==> src/hdl/pscn_pkg.sv <==
// Summary of operation
// - Four chain codes; two channels, one global.
// - Chain lengths 5261 and 539, as parameters.
// - Sections of at most 32 bits each.
// - Section is data bits plus mask, halt.
// - Mask zero blocks shadow register load.
// - Mask one loads; halt one holds value.
// - Select bits 26:25 choose chain; 10 reserved.
// - Read bit clears when read completes.
// - Read returns 32 bits, section lowest.
// - Write bit clears when write completes.
// - Lowest data bits enter chain first.
// - Training parameters reachable per channel, rank.
// - Bits 31, 30 are set-only read, write.
// - Control bits 15:0 hold shift count.
// - 32-bit data register, reset to zero.
package pscn_pkg;
   localparam int ADDR_W = 8;
   localparam logic [7:0] SELECT_OFS = 8'h5C;
   localparam logic [7:0] CONTROL_OFS = 8'hF8;
   localparam logic [7:0] DATA_OFS = 8'hFC;
   localparam int SEL_LSB = 25;
   localparam int SEL_MSB = 26;
   localparam int CTL_RD_BIT = 31;
   localparam int CTL_WR_BIT = 30;
   localparam int CNT_W = 16;
   localparam int DATA_W = 32;
   localparam int NUM_LANES = 3;
   localparam logic [31:0] SELECT_RST = 32'h0000_0000;
   localparam logic [31:0] DATA_RST = 32'h0000_0000;
   localparam logic [15:0] COUNT_RST = 16'h0000;
   localparam int CHAN_LEN_DEF = 5261;
   localparam int GLOBAL_LEN_DEF = 539;
   localparam logic [15:0] INDEX_PAD = 16'h0026;
   localparam logic [1:0] SEL_CHAN0 = 2'h0;
   localparam logic [1:0] SEL_CHAN1 = 2'h1;
   localparam logic [1:0] SEL_RSVD = 2'h2;
   localparam logic [1:0] SEL_GLOBAL = 2'h3;

   typedef enum logic {PSCN_MODE_READ, PSCN_MODE_WRITE} pscn_mode_t;

   // Per-lane drive toward the chains
   typedef struct packed {
      logic [NUM_LANES-1:0] shift_en;
      logic [NUM_LANES-1:0] sdata;
      logic [NUM_LANES-1:0] recirc;
      logic [NUM_LANES-1:0] update;
   } pscn_chain_drv_t;

   // One bit request from the engine to the lane router
   typedef struct packed {
      logic shift;
      logic sbit;
      logic recirc;
      logic update;
   } pscn_bit_req_t;

   // Chain select code to one-hot lane, reserved code gives none
   function automatic logic [NUM_LANES-1:0] pscn_lane_of(input logic [1:0] sel);
      logic [NUM_LANES-1:0] lane;
      lane = 3'h0;
      unique case (sel)
         SEL_CHAN0: lane = 3'h1;
         SEL_CHAN1: lane = 3'h2;
         SEL_GLOBAL: lane = 3'h4;
         SEL_RSVD: lane = 3'h0;
      endcase
      return lane;
   endfunction
endpackage

==> src/hdl/pscn_scan_engine.sv <==
`timescale 1ns/10ps
`default_nettype none
module pscn_scan_engine
   import pscn_pkg::*;
#(
   parameter int CHAN_LEN = CHAN_LEN_DEF,
   parameter int GLOBAL_LEN = GLOBAL_LEN_DEF
) (
   input wire logic ref_clk_in,
   input wire logic reset_in,
   input wire logic [ADDR_W-1:0] reg_addr_in,
   input wire logic reg_wr_in,
   input wire logic reg_rd_in,
   input wire logic [31:0] reg_wdata_in,
   output logic [31:0] reg_rdata_out,
   output logic busy_out,
   input wire logic [NUM_LANES-1:0] scan_data_in,
   output logic [NUM_LANES-1:0] scan_shift_en_out,
   output logic [NUM_LANES-1:0] scan_data_out,
   output logic [NUM_LANES-1:0] scan_recirc_out,
   output logic [NUM_LANES-1:0] scan_update_out
);
   typedef enum logic [2:0] {
      ST_IDLE,
      ST_SHIFT,
      ST_DRAIN,
      ST_UPDATE,
      ST_FINISH
   } pscn_state_t;

   pscn_state_t state_reg;
   logic [31:0] select_reg;
   logic [15:0] count_field_reg;
   logic rd_cmd_reg;
   logic wr_cmd_reg;
   logic [DATA_W-1:0] scan_chain_data_reg;
   logic [DATA_W-1:0] tx_reg;
   logic [5:0] tx_left_reg;
   pscn_mode_t mode_reg;
   logic [1:0] op_sel_reg;
   logic pin_shift_reg;
   logic busy_reg;

   logic wr_select;
   logic wr_control;
   logic wr_data;
   logic start_rd;
   logic start_wr;
   logic start_any;
   logic [15:0] limit;
   logic [15:0] eff_count;
   logic [15:0] remaining;
   logic last_shift;
   logic shifting;
   logic sel_sin;
   pscn_bit_req_t bit_req;
   pscn_chain_drv_t drv;

   // Chain length plus index pad for the chosen code; reserved code shifts nothing
   function automatic logic [15:0] chain_limit(input logic [1:0] sel);
      logic [15:0] len;
      len = 16'h0000;
      unique case (sel)
         SEL_CHAN0: len = 16'(CHAN_LEN) + INDEX_PAD;
         SEL_CHAN1: len = 16'(CHAN_LEN) + INDEX_PAD;
         SEL_GLOBAL: len = 16'(GLOBAL_LEN) + INDEX_PAD;
         SEL_RSVD: len = 16'h0000;
      endcase
      return len;
   endfunction

   // Register write decode
   assign wr_select = reg_wr_in && reg_addr_in == SELECT_OFS && !busy_reg;
   assign wr_control = reg_wr_in && reg_addr_in == CONTROL_OFS && !busy_reg;
   assign wr_data = reg_wr_in && reg_addr_in == DATA_OFS && !busy_reg;

   // Command start; read takes priority when both bits are written
   assign start_rd = wr_control && reg_wdata_in[CTL_RD_BIT];
   assign start_wr = wr_control && reg_wdata_in[CTL_WR_BIT] && !start_rd;
   assign start_any = start_rd || start_wr;

   // Count bounded by the selected chain plus index pad
   assign limit = chain_limit(select_reg[SEL_MSB:SEL_LSB]);
   assign eff_count = (reg_wdata_in[CNT_W-1:0] > limit) ? limit : reg_wdata_in[CNT_W-1:0];

   assign shifting = (state_reg == ST_SHIFT);

   pscn_down_counter #(
      .W(CNT_W)
   ) u_count (
      .ref_clk_in(ref_clk_in),
      .reset_in(reset_in),
      .load_in(start_any),
      .value_in(eff_count),
      .dec_in(shifting),
      .value_out(remaining),
      .last_out(last_shift)
   );

   // Select register
   always_ff @(posedge ref_clk_in) begin
      if (reset_in) begin
         select_reg <= SELECT_RST;
      end else if (wr_select) begin
         select_reg <= '0;
         select_reg[SEL_MSB:SEL_LSB] <= reg_wdata_in[SEL_MSB:SEL_LSB];
      end
   end

   // Control register count field
   always_ff @(posedge ref_clk_in) begin
      if (reset_in) begin
         count_field_reg <= COUNT_RST;
      end else if (wr_control) begin
         count_field_reg <= reg_wdata_in[CNT_W-1:0];
      end
   end

   // Command bits, set by software and cleared by the engine
   always_ff @(posedge ref_clk_in) begin
      if (reset_in) begin
         rd_cmd_reg <= 1'b0;
         wr_cmd_reg <= 1'b0;
      end else if (start_any) begin
         rd_cmd_reg <= start_rd;
         wr_cmd_reg <= start_wr;
      end else if (state_reg == ST_FINISH) begin
         rd_cmd_reg <= 1'b0;
         wr_cmd_reg <= 1'b0;
      end
   end

   // Operation latch: mode and chain fixed for the whole shift
   always_ff @(posedge ref_clk_in) begin
      if (reset_in) begin
         mode_reg <= PSCN_MODE_READ;
         op_sel_reg <= SEL_CHAN0;
      end else if (start_any) begin
         mode_reg <= start_wr ? PSCN_MODE_WRITE : PSCN_MODE_READ;
         op_sel_reg <= select_reg[SEL_MSB:SEL_LSB];
      end
   end

   // Sequencer
   always_ff @(posedge ref_clk_in) begin
      if (reset_in) begin
         state_reg <= ST_IDLE;
      end else begin
         unique case (state_reg)
            ST_IDLE: begin
               if (start_any) begin
                  state_reg <= (eff_count == 16'h0000) ? ST_FINISH : ST_SHIFT;
               end
            end
            ST_SHIFT: begin
               if (last_shift) begin
                  state_reg <= ST_DRAIN;
               end
            end
            ST_DRAIN: begin
               state_reg <= (mode_reg == PSCN_MODE_WRITE) ? ST_UPDATE : ST_FINISH;
            end
            ST_UPDATE: begin
               state_reg <= ST_FINISH;
            end
            ST_FINISH: begin
               state_reg <= ST_IDLE;
            end
         endcase
      end
   end

   // Busy from command accept until the command bit drops
   always_ff @(posedge ref_clk_in) begin
      if (reset_in) begin
         busy_reg <= 1'b0;
      end else if (start_any) begin
         busy_reg <= 1'b1;
      end else if (state_reg == ST_FINISH) begin
         busy_reg <= 1'b0;
      end
   end

   // Write payload, sent least significant bit first
   always_ff @(posedge ref_clk_in) begin
      if (reset_in) begin
         tx_reg <= '0;
         tx_left_reg <= 6'h00;
      end else if (start_wr) begin
         tx_reg <= scan_chain_data_reg;
         tx_left_reg <= 6'h20;
      end else if (state_reg == ST_FINISH) begin
         // Drop leftover payload so idle pins stay quiet
         tx_reg <= '0;
         tx_left_reg <= 6'h00;
      end else if (shifting && mode_reg == PSCN_MODE_WRITE && tx_left_reg != 6'h00) begin
         tx_reg <= {1'b0, tx_reg[DATA_W-1:1]};
         tx_left_reg <= tx_left_reg - 6'h01;
      end
   end

   // Bit request: payload first, chain recirculates otherwise
   always_comb begin
      bit_req = '0;
      bit_req.shift = shifting;
      if (mode_reg == PSCN_MODE_WRITE && tx_left_reg != 6'h00) begin
         bit_req.sbit = shifting && tx_reg[0];
         bit_req.recirc = 1'b0;
      end else begin
         bit_req.recirc = shifting;
      end
      // Shadow transfer; mask and halt bits in each section gate it
      bit_req.update = (state_reg == ST_UPDATE);
   end

   pscn_chain_port u_port (
      .ref_clk_in(ref_clk_in),
      .reset_in(reset_in),
      .sel_in(op_sel_reg),
      .req_in(bit_req),
      .scan_data_in(scan_data_in),
      .drv_out(drv),
      .sel_sin_out(sel_sin)
   );

   // Tracks the cycle in which the chain pins shift
   always_ff @(posedge ref_clk_in) begin
      if (reset_in) begin
         pin_shift_reg <= 1'b0;
      end else begin
         pin_shift_reg <= shifting;
      end
   end

   // Data register: software load or read capture
   always_ff @(posedge ref_clk_in) begin
      if (reset_in) begin
         scan_chain_data_reg <= DATA_RST;
      end else if (wr_data) begin
         scan_chain_data_reg <= reg_wdata_in;
      end else if (pin_shift_reg && mode_reg == PSCN_MODE_READ) begin
         // Last 32 bits out leave the addressed section lowest
         scan_chain_data_reg <= {sel_sin, scan_chain_data_reg[DATA_W-1:1]};
      end
   end

   // Register read return, one cycle after the strobe
   always_ff @(posedge ref_clk_in) begin
      if (reset_in) begin
         reg_rdata_out <= 32'h0000_0000;
      end else if (reg_rd_in) begin
         unique case (reg_addr_in)
            SELECT_OFS: reg_rdata_out <= select_reg;
            CONTROL_OFS: reg_rdata_out <= {rd_cmd_reg, wr_cmd_reg, 14'h0000, count_field_reg};
            DATA_OFS: reg_rdata_out <= scan_chain_data_reg;
            default: reg_rdata_out <= 32'h0000_0000;
         endcase
      end
   end

   // Status pin mirrors the busy flop
   assign busy_out = busy_reg;

   // Chain pins, already registered in the router
   assign scan_shift_en_out = drv.shift_en;
   assign scan_data_out = drv.sdata;
   assign scan_recirc_out = drv.recirc;
   assign scan_update_out = drv.update;

   // Remaining count is only watched by the sequencer via last
   logic unused_ok;
   assign unused_ok = ^remaining;
endmodule
`default_nettype wire

==> src/hdl/pscn_down_counter.sv <==
`timescale 1ns/10ps
`default_nettype none
module pscn_down_counter
   import pscn_pkg::*;
#(
   parameter int W = CNT_W
) (
   input wire logic ref_clk_in,
   input wire logic reset_in,
   input wire logic load_in,
   input wire logic [W-1:0] value_in,
   input wire logic dec_in,
   output logic [W-1:0] value_out,
   output logic last_out
);
   logic [W-1:0] count_reg;

   // Remaining shift count
   always_ff @(posedge ref_clk_in) begin
      if (reset_in) begin
         count_reg <= '0;
      end else if (load_in) begin
         count_reg <= value_in;
      end else if (dec_in && count_reg != '0) begin
         count_reg <= count_reg - W'(1);
      end
   end

   assign value_out = count_reg;
   assign last_out = (count_reg == W'(1));
endmodule
`default_nettype wire

==> src/hdl/pscn_chain_port.sv <==
`timescale 1ns/10ps
`default_nettype none
module pscn_chain_port
   import pscn_pkg::*;
(
   input wire logic ref_clk_in,
   input wire logic reset_in,
   input wire logic [1:0] sel_in,
   input wire pscn_bit_req_t req_in,
   input wire logic [NUM_LANES-1:0] scan_data_in,
   output pscn_chain_drv_t drv_out,
   output logic sel_sin_out
);
   logic [NUM_LANES-1:0] lane;

   assign lane = pscn_lane_of(sel_in);

   // Registered drive of the selected lane only
   always_ff @(posedge ref_clk_in) begin
      if (reset_in) begin
         drv_out <= '0;
      end else begin
         drv_out.shift_en <= req_in.shift ? lane : 3'h0;
         drv_out.sdata <= req_in.sbit ? lane : 3'h0;
         drv_out.recirc <= req_in.recirc ? lane : 3'h0;
         drv_out.update <= req_in.update ? lane : 3'h0;
      end
   end

   // Serial bit leaving the chain now being shifted
   assign sel_sin_out = |(scan_data_in & drv_out.shift_en);
endmodule
`default_nettype wire

==> config.mk <==
export PLATFORM = sky130hd
export DESIGN_NAME = pscn_scan_engine
export DESIGN_NICKNAME = d
export VERILOG_FILES = /design/src/hdl/pscn_pkg.sv /design/src/hdl/pscn_scan_engine.sv /design/src/hdl/pscn_down_counter.sv /design/src/hdl/pscn_chain_port.sv
export SDC_FILE = /design/constraint.sdc
export NUM_CORES = 1
export LEC_CHECK = 0
export BUFFER_PORTS_ARGS = -buffer_cell sky130_fd_sc_hd__buf_2
export CAP_MARGIN = 20
export CORE_MARGIN = 8
export CORE_UTILIZATION = 40
export DETAILED_ROUTE_END_ITERATION = 6
export PLACE_DENSITY = 0.65
export SYNTH_ARGS = -nofsm -noshare
export SYNTH_HDL_FRONTEND = slang
export SYNTH_SLANG_ARGS = --single-unit
==> constraint.sdc <==
create_clock -name ref_clk_in -period 6.3 [get_ports ref_clk_in]
set_input_delay 1.26 -clock ref_clk_in [delete_from_list [all_inputs] [get_ports ref_clk_in]]
set_output_delay 1.26 -clock ref_clk_in [all_outputs]
set_load 0.01 [all_outputs]
# --- Yosys cells after proc, flatten, opt, wreduce, memory -nomap -nowiden ---
# Index checks and enable logic that the tools add are counted.
totals:
  reg_bits: 158
  latchBits: 0
  ramBits: 0
  rom_bits: 0
  in_bits: 47
  output_inout_bits: 45
  wordCells: 106
  memories: 0
op_classes:
  n_addsub: 2
  n_mul: 0
  div: 0
  n_lt_le_gt_ge: 1
  n_eq_ne: 16
  shifts: 0
  muxes: 26
  n_bitwise: 6
  n_reduce_logical: 36
op_table:
  columns: ["op", "count"]
  rows:
  - ["32-bit two-way mux", 5]
  - ["32-bit one-hot mux with 3 select lines", 1]
  - ["16-bit two-way mux", 3]
  - ["16-bit one-hot mux with 3 select lines", 1]
  - ["6-bit two-way mux", 3]
  - ["16-bit by 1-bit equality test with 1-bit output, second input constant", 1]
  - ["8-bit equality test, second input constant", 2]
  - ["16-bit > comparator", 1]
  - ["16-bit zero test", 1]
  - ["16-bit nonzero test", 1]
  - ["16-bit by 1-bit subtractor with 16-bit output, second input constant", 1]
  - ["1-bit logical AND", 15]
  - ["3-bit one-hot mux with 5 select lines", 1]
  - ["3-bit two-way mux", 4]
  - ["3-bit one-hot mux with 4 select lines", 1]
  - ["2-bit OR reduction", 5]
  - ["2-bit equality test, second input constant", 4]
  - ["8-bit by 7-bit equality test with 1-bit output, second input constant", 1]
  - ["1-bit two-way mux", 7]
  - ["3-bit by 2-bit equality test with 1-bit output, second input constant", 2]
  - ["2-bit nonzero test", 3]
  - ["6-bit nonzero test", 1]
  - ["3-bit OR reduction", 2]
  - ["6-bit by 1-bit subtractor with 6-bit output, second input constant", 1]
  - ["12 further kinds", 20]

# --- Depth between registers and ports, before layout ---
depth:
  depth_word: 9
  ltp_mapped: 9

# --- Hierarchy ---
# Synthesis repeated with hierarchy kept, for this count alone.
unflattened:
  cells_unflattened: 866
  hier_area_um2: 7280.7
modules_own_cells:
  columns: ["mod", "instances", "cells_each", "area_each_um2", "seq_area_each_um2"]
  rows:
  - ["pscn_scan_engine", 1, 710, 5891.9, 2602.5]
  - ["pscn_down_counter", 1, 124, 1019.7, 320.3]
  - ["pscn_chain_port", 1, 32, 369.1, 240.2]

# --- Worst setup path after synthesis ---
# No wires, ideal clock.
synth_timing:
  path_type: "input-to-reg"
  start: "in reg_wdata_in[5]"
  end: "reg u_count.count_reg[6] (netlist: u_count.value_out[6])"
  setup_time_ps: 122
  arrival_ps: 3011
  required_time_ps: 6178
  path_slack_ps: 3168
  cell_stages: 7
  n_path_buf: 1
  path_cell_list: "ha_1 > nand4_1 > or4_1 > mux2i_1 > nor2_1 > buf_2 > o311a_1"
synth_via:
  elab_chain_len: 3
synth_lines:
  columns: ["item", "line", "rtl"]
  rows:
  - ["start, declared", "pscn_scan_engine.sv:14", "input wire logic [31:0] reg_wdata_in,"]
  - ["16-bit > comparator", "pscn_scan_engine.sv:84", "assign eff_count = (reg_wdata_in[CNT_W-1:0] > limit) ? limit : reg_wdata_in[CNT_W-1:0];"]
  - ["16-bit two-way mux", "pscn_scan_engine.sv:84", null]
  - ["16-bit two-way mux", "pscn_down_counter.sv:22", "end else if (load_in) begin"]
  - ["end signal, assigned", "pscn_down_counter.sv:23", "count_reg <= value_in;"]
  - ["end signal, assigned", "pscn_down_counter.sv:25", "count_reg <= count_reg - W'(1);"]
  - ["end, declared", "pscn_down_counter.sv:16", "logic [W-1:0] count_reg;"]
# Every way passes these cells.
# A chain may end at the register's enable or synchronous reset.

# --- Final worst setup path ---
layout_timing:
  start: "in reg_addr_in[1]"
  end: "reg tx_reg[22]"
layout_via:
  elab_chain_len: 7
layout_lines:
  columns: ["item", "line", "rtl"]
  rows:
  - ["start, declared", "pscn_scan_engine.sv:11", "input wire logic [ADDR_W-1:0] reg_addr_in,"]
  - ["8-bit equality test (*)", "pscn_scan_engine.sv:74", "assign wr_control = reg_wr_in && reg_addr_in == CONTROL_OFS && !busy_reg;"]
  - ["1-bit logical AND (*) (2 in a row)", "pscn_scan_engine.sv:74", null]
  - ["1-bit logical AND", "pscn_scan_engine.sv:78", "assign start_rd = wr_control && reg_wdata_in[CTL_RD_BIT];"]
  - ["1-bit zero test", "pscn_scan_engine.sv:79", "assign start_wr = wr_control && reg_wdata_in[CTL_WR_BIT] && !start_rd;"]
  - ["1-bit logical AND (*)", "pscn_scan_engine.sv:79", null]
  - ["3-bit nonzero test (no source line) / 32-bit two-way mux (equally long branches)", null, null]
  - ["end signal, assigned", "pscn_scan_engine.sv:190", "tx_reg <= scan_chain_data_reg;"]
  - ["end signal, assigned", "pscn_scan_engine.sv:197", "tx_reg <= {1'b0, tx_reg[DATA_W-1:1]};"]
  - ["end, declared", "pscn_scan_engine.sv:37", "logic [DATA_W-1:0] tx_reg;"]
# Mark *: on every way between the ends. The rest lies on a longest branch, timed or not.

==> qor.txt <==
Status: finished, final reports clean
TritonCTS clock tree: done
Area post-placement: 7640 um2
Syn avg cell area: 8.47 um2
Hold buffer count at cts: 0
Final Non-Filler Cells: 1128
Main combinational cell family by area after synthesis: simple AND/OR/NAND/NOR gates
Ys Warns: 0
Max-slew violations: 0
Die Span Y: 149 um
Drt initial violations: 465
Setup Crit Path Kind: input pin to register
RSZ-0062 raised after global routing: false
WL final: 18.8 mm
Startpoint Class: input pin
WP data arrival: 4.05 ns
Final count of hold timing violations: 0
Filler Cell Count: 1730
Clk buf depth: 2
Final Instance Area: 8230 um2
Routability cong.: 0.801
Vias per inst: 5.55
Leakage: 0.00302 uW
Root buf cell: clkbuf_16
Tcrit/Tclk final: 0.587
EDFF count, synth: 0
VDD IR max: 0.204 mV
Skew-Pair Late Insertion Delay: 0.42 ns
Synth top cells by count: 158 x dfxtp_1, 125 x nor2_1, 87 x nand2_1
Worst Skew: 0.00546 ns
Cells after synthesis: 834
GR Overflow Total: 0
Compound-Gate Fraction of Synth Area: 0.202
Count leader, synth: dfxtp_1
Final setup fails: 0
Die X: 149 um
Post-synthesis mux area share: 0.0512
Post-route DRC violation count: 0
IO Count: 92
Cell Area, Synth: 7060 um2
Share of the synthesized area in the top cell type: 0.448
Crit Path Max Fanout: 21
DR WL/cell: 16.7 um
HP Class: register to register
Initial Util: 0.408
Req. time, crit path: 6.65 ns
Largest net degree at the start of global routing: 82
Port-buffer cells: 91
Synth Area in Adders: 0.0230
CP Capture Type: register
H-tree levels: 4
Share of cells above drive strength 1: 0.163
Fmax: 270 MHz
Simple-gate share of the synthesized area: 0.212
Row cnt: 48
Via count: 6263
Post-CTS Resized: 0
Ys async rst share: 0
Top cell type by total area after synthesis: dfxtp_1
Clock Sinks: 158
Core ar.: 17300 um2
Fin nets: 950
Die Area: 22200 um2
Ant. Diodes: 0
Xor/xnor share of the synthesized area: 0.0236
Initial antenna violation count: 0
Total CTS buffers: 17
Top post-synthesis cells by area: dfxtp_1 45%, nor2_1 6.6%, a211oi_1 5.7%, mux2i_1 5.0%, nand2_1 4.6%
Sequential share of the synthesized area: 0.448
Clock transition at path regs: 0.06 ns
DPL Wire Length: 12.4 mm
Distinct cells, synth: 53
First-pass GRT wire length: 30.4 mm
GRT Util Overall: 0.168
Power Density: 251 nW/um2
Vias in the first global route: 5869
Ys flop type: dfxtp_1
Synth Register Bits: 158
Final min period: 3.70 ns
Routed Antenna Nets: 0
Area grow syn2layout: 16.6%
DP Cell Count: 1094
Setup tns final: 0 ns
Drt first pass iters: 5
Setup Buffers After CTS: 0
Slew margin rel.: 0.401
Max Cap Viol: 0
Post-Syn Nets: 894
Measured slew at the worst slew-check pin: 0.890 ns
[metal layers]
| layer | vias up | global-route usage | part of all wire |
|---|---|---|---|
| li1 | 3122 | - | - |
| met1 | 2996 | 0.220 | 0.47 |
| met2 | 122 | 0.271 | 0.48 |
| met3 | 23 | 0.0316 | 0.038 |
| met4 | 0 | 0.0596 | 0.017 |
| met5 | - | 0 | 0 |
[critical path: stages]
cell and delay [ns]:
buf_2 0.10, nor4b_1 0.60, and3_1 0.78, nand3b_1 0.19
nand3_1 0.54, buf_4 0.33, o221ai_1 0.14, nor2_1 0.11
[final timing paths]
| check | from | endpoint | slack (ns) | cells past startpoint |
|---|---|---|---|---|
| max | reg_addr_in[1] | tx_reg[22] | 2.60 | 8 |
| min reg2reg | count_field_reg[14] | count_field_reg[14] | 0.45 | 2 |
| min | count_field_reg[14] | count_field_reg[14] | 0.45 | 2 |
| max reg2reg | select_reg[26] | state_reg[0] | 3.05 | 8 |
[where the power goes]
part	switching, uW	internal (uW)
Clock	409	562
Sequential	4.06	1010
Combinational	56.4	28.7
Total	470	1600
[cells by family (layout without fill, tap and decap cells)]
logic type / count (synthesis) / count (layout)
AO/OA/AOI/OAI: 208 / 208
XOR/XNOR: 19 / 19
adder cells (fa/ha/maj): 13 / 13
buffers and inverters: 77 / 146
flip-flops: 158 / 158
multiplexers: 36 / 36
AND/OR/NAND/NOR: 323 / 323
[cell usage in the layout (no fill, tap or decap), types with 13 or more instances in the layout]
cell | netlist | final
a21oi_1 | 44 | 44
mux2i_1 | 35 | 35
a22oi_1 | 20 | 20
nand2b_1 | 15 | 15
buf_2 | 2 | 90
o21ai_0 | 39 | 38
o221ai_1 | 31 | 31
clkbuf_16 | 0 | 17
nand2_1 | 87 | 86
nor3_1 | 22 | 21
dfxtp_1 | 158 | 158
ha_1 | 13 | 13
a211oi_1 | 54 | 54
nor2_1 | 125 | 125
nor4_1 | 15 | 15
nand3_1 | 23 | 23
[area by class of cell]
| cell class | count | area, um2 | share of cell area |
|---|---|---|---|
| tap | 225 | 282 | 0.0342 |
| sequential | 158 | 3160 | 0.384 |
| multi-input combinational | 599 | 3620 | 0.440 |
| inverter | 12 | 45.0 | 0.00547 |
| clock inverter | 10 | 90.1 | 0.0109 |
| timing repair buffer | 102 | 566 | 0.0687 |
| clock buffer | 22 | 464 | 0.0564 |
[stage by stage]
stage	setup WS, ns	hold WS, ns	util	power, uW
2_1_floorplan	3.17	0.437	-	1070
3_3_place_gp	2.14	0.443	0.442	1120
3_5_place_dp	2.05	0.449	0.442	1120
4_1_cts	2.53	0.457	0.474	2080
5_1_grt	2.28	0.473	0.476	2140
6_report	2.60	0.455	0.476	2070
Power figures use the tool's default switching activity.
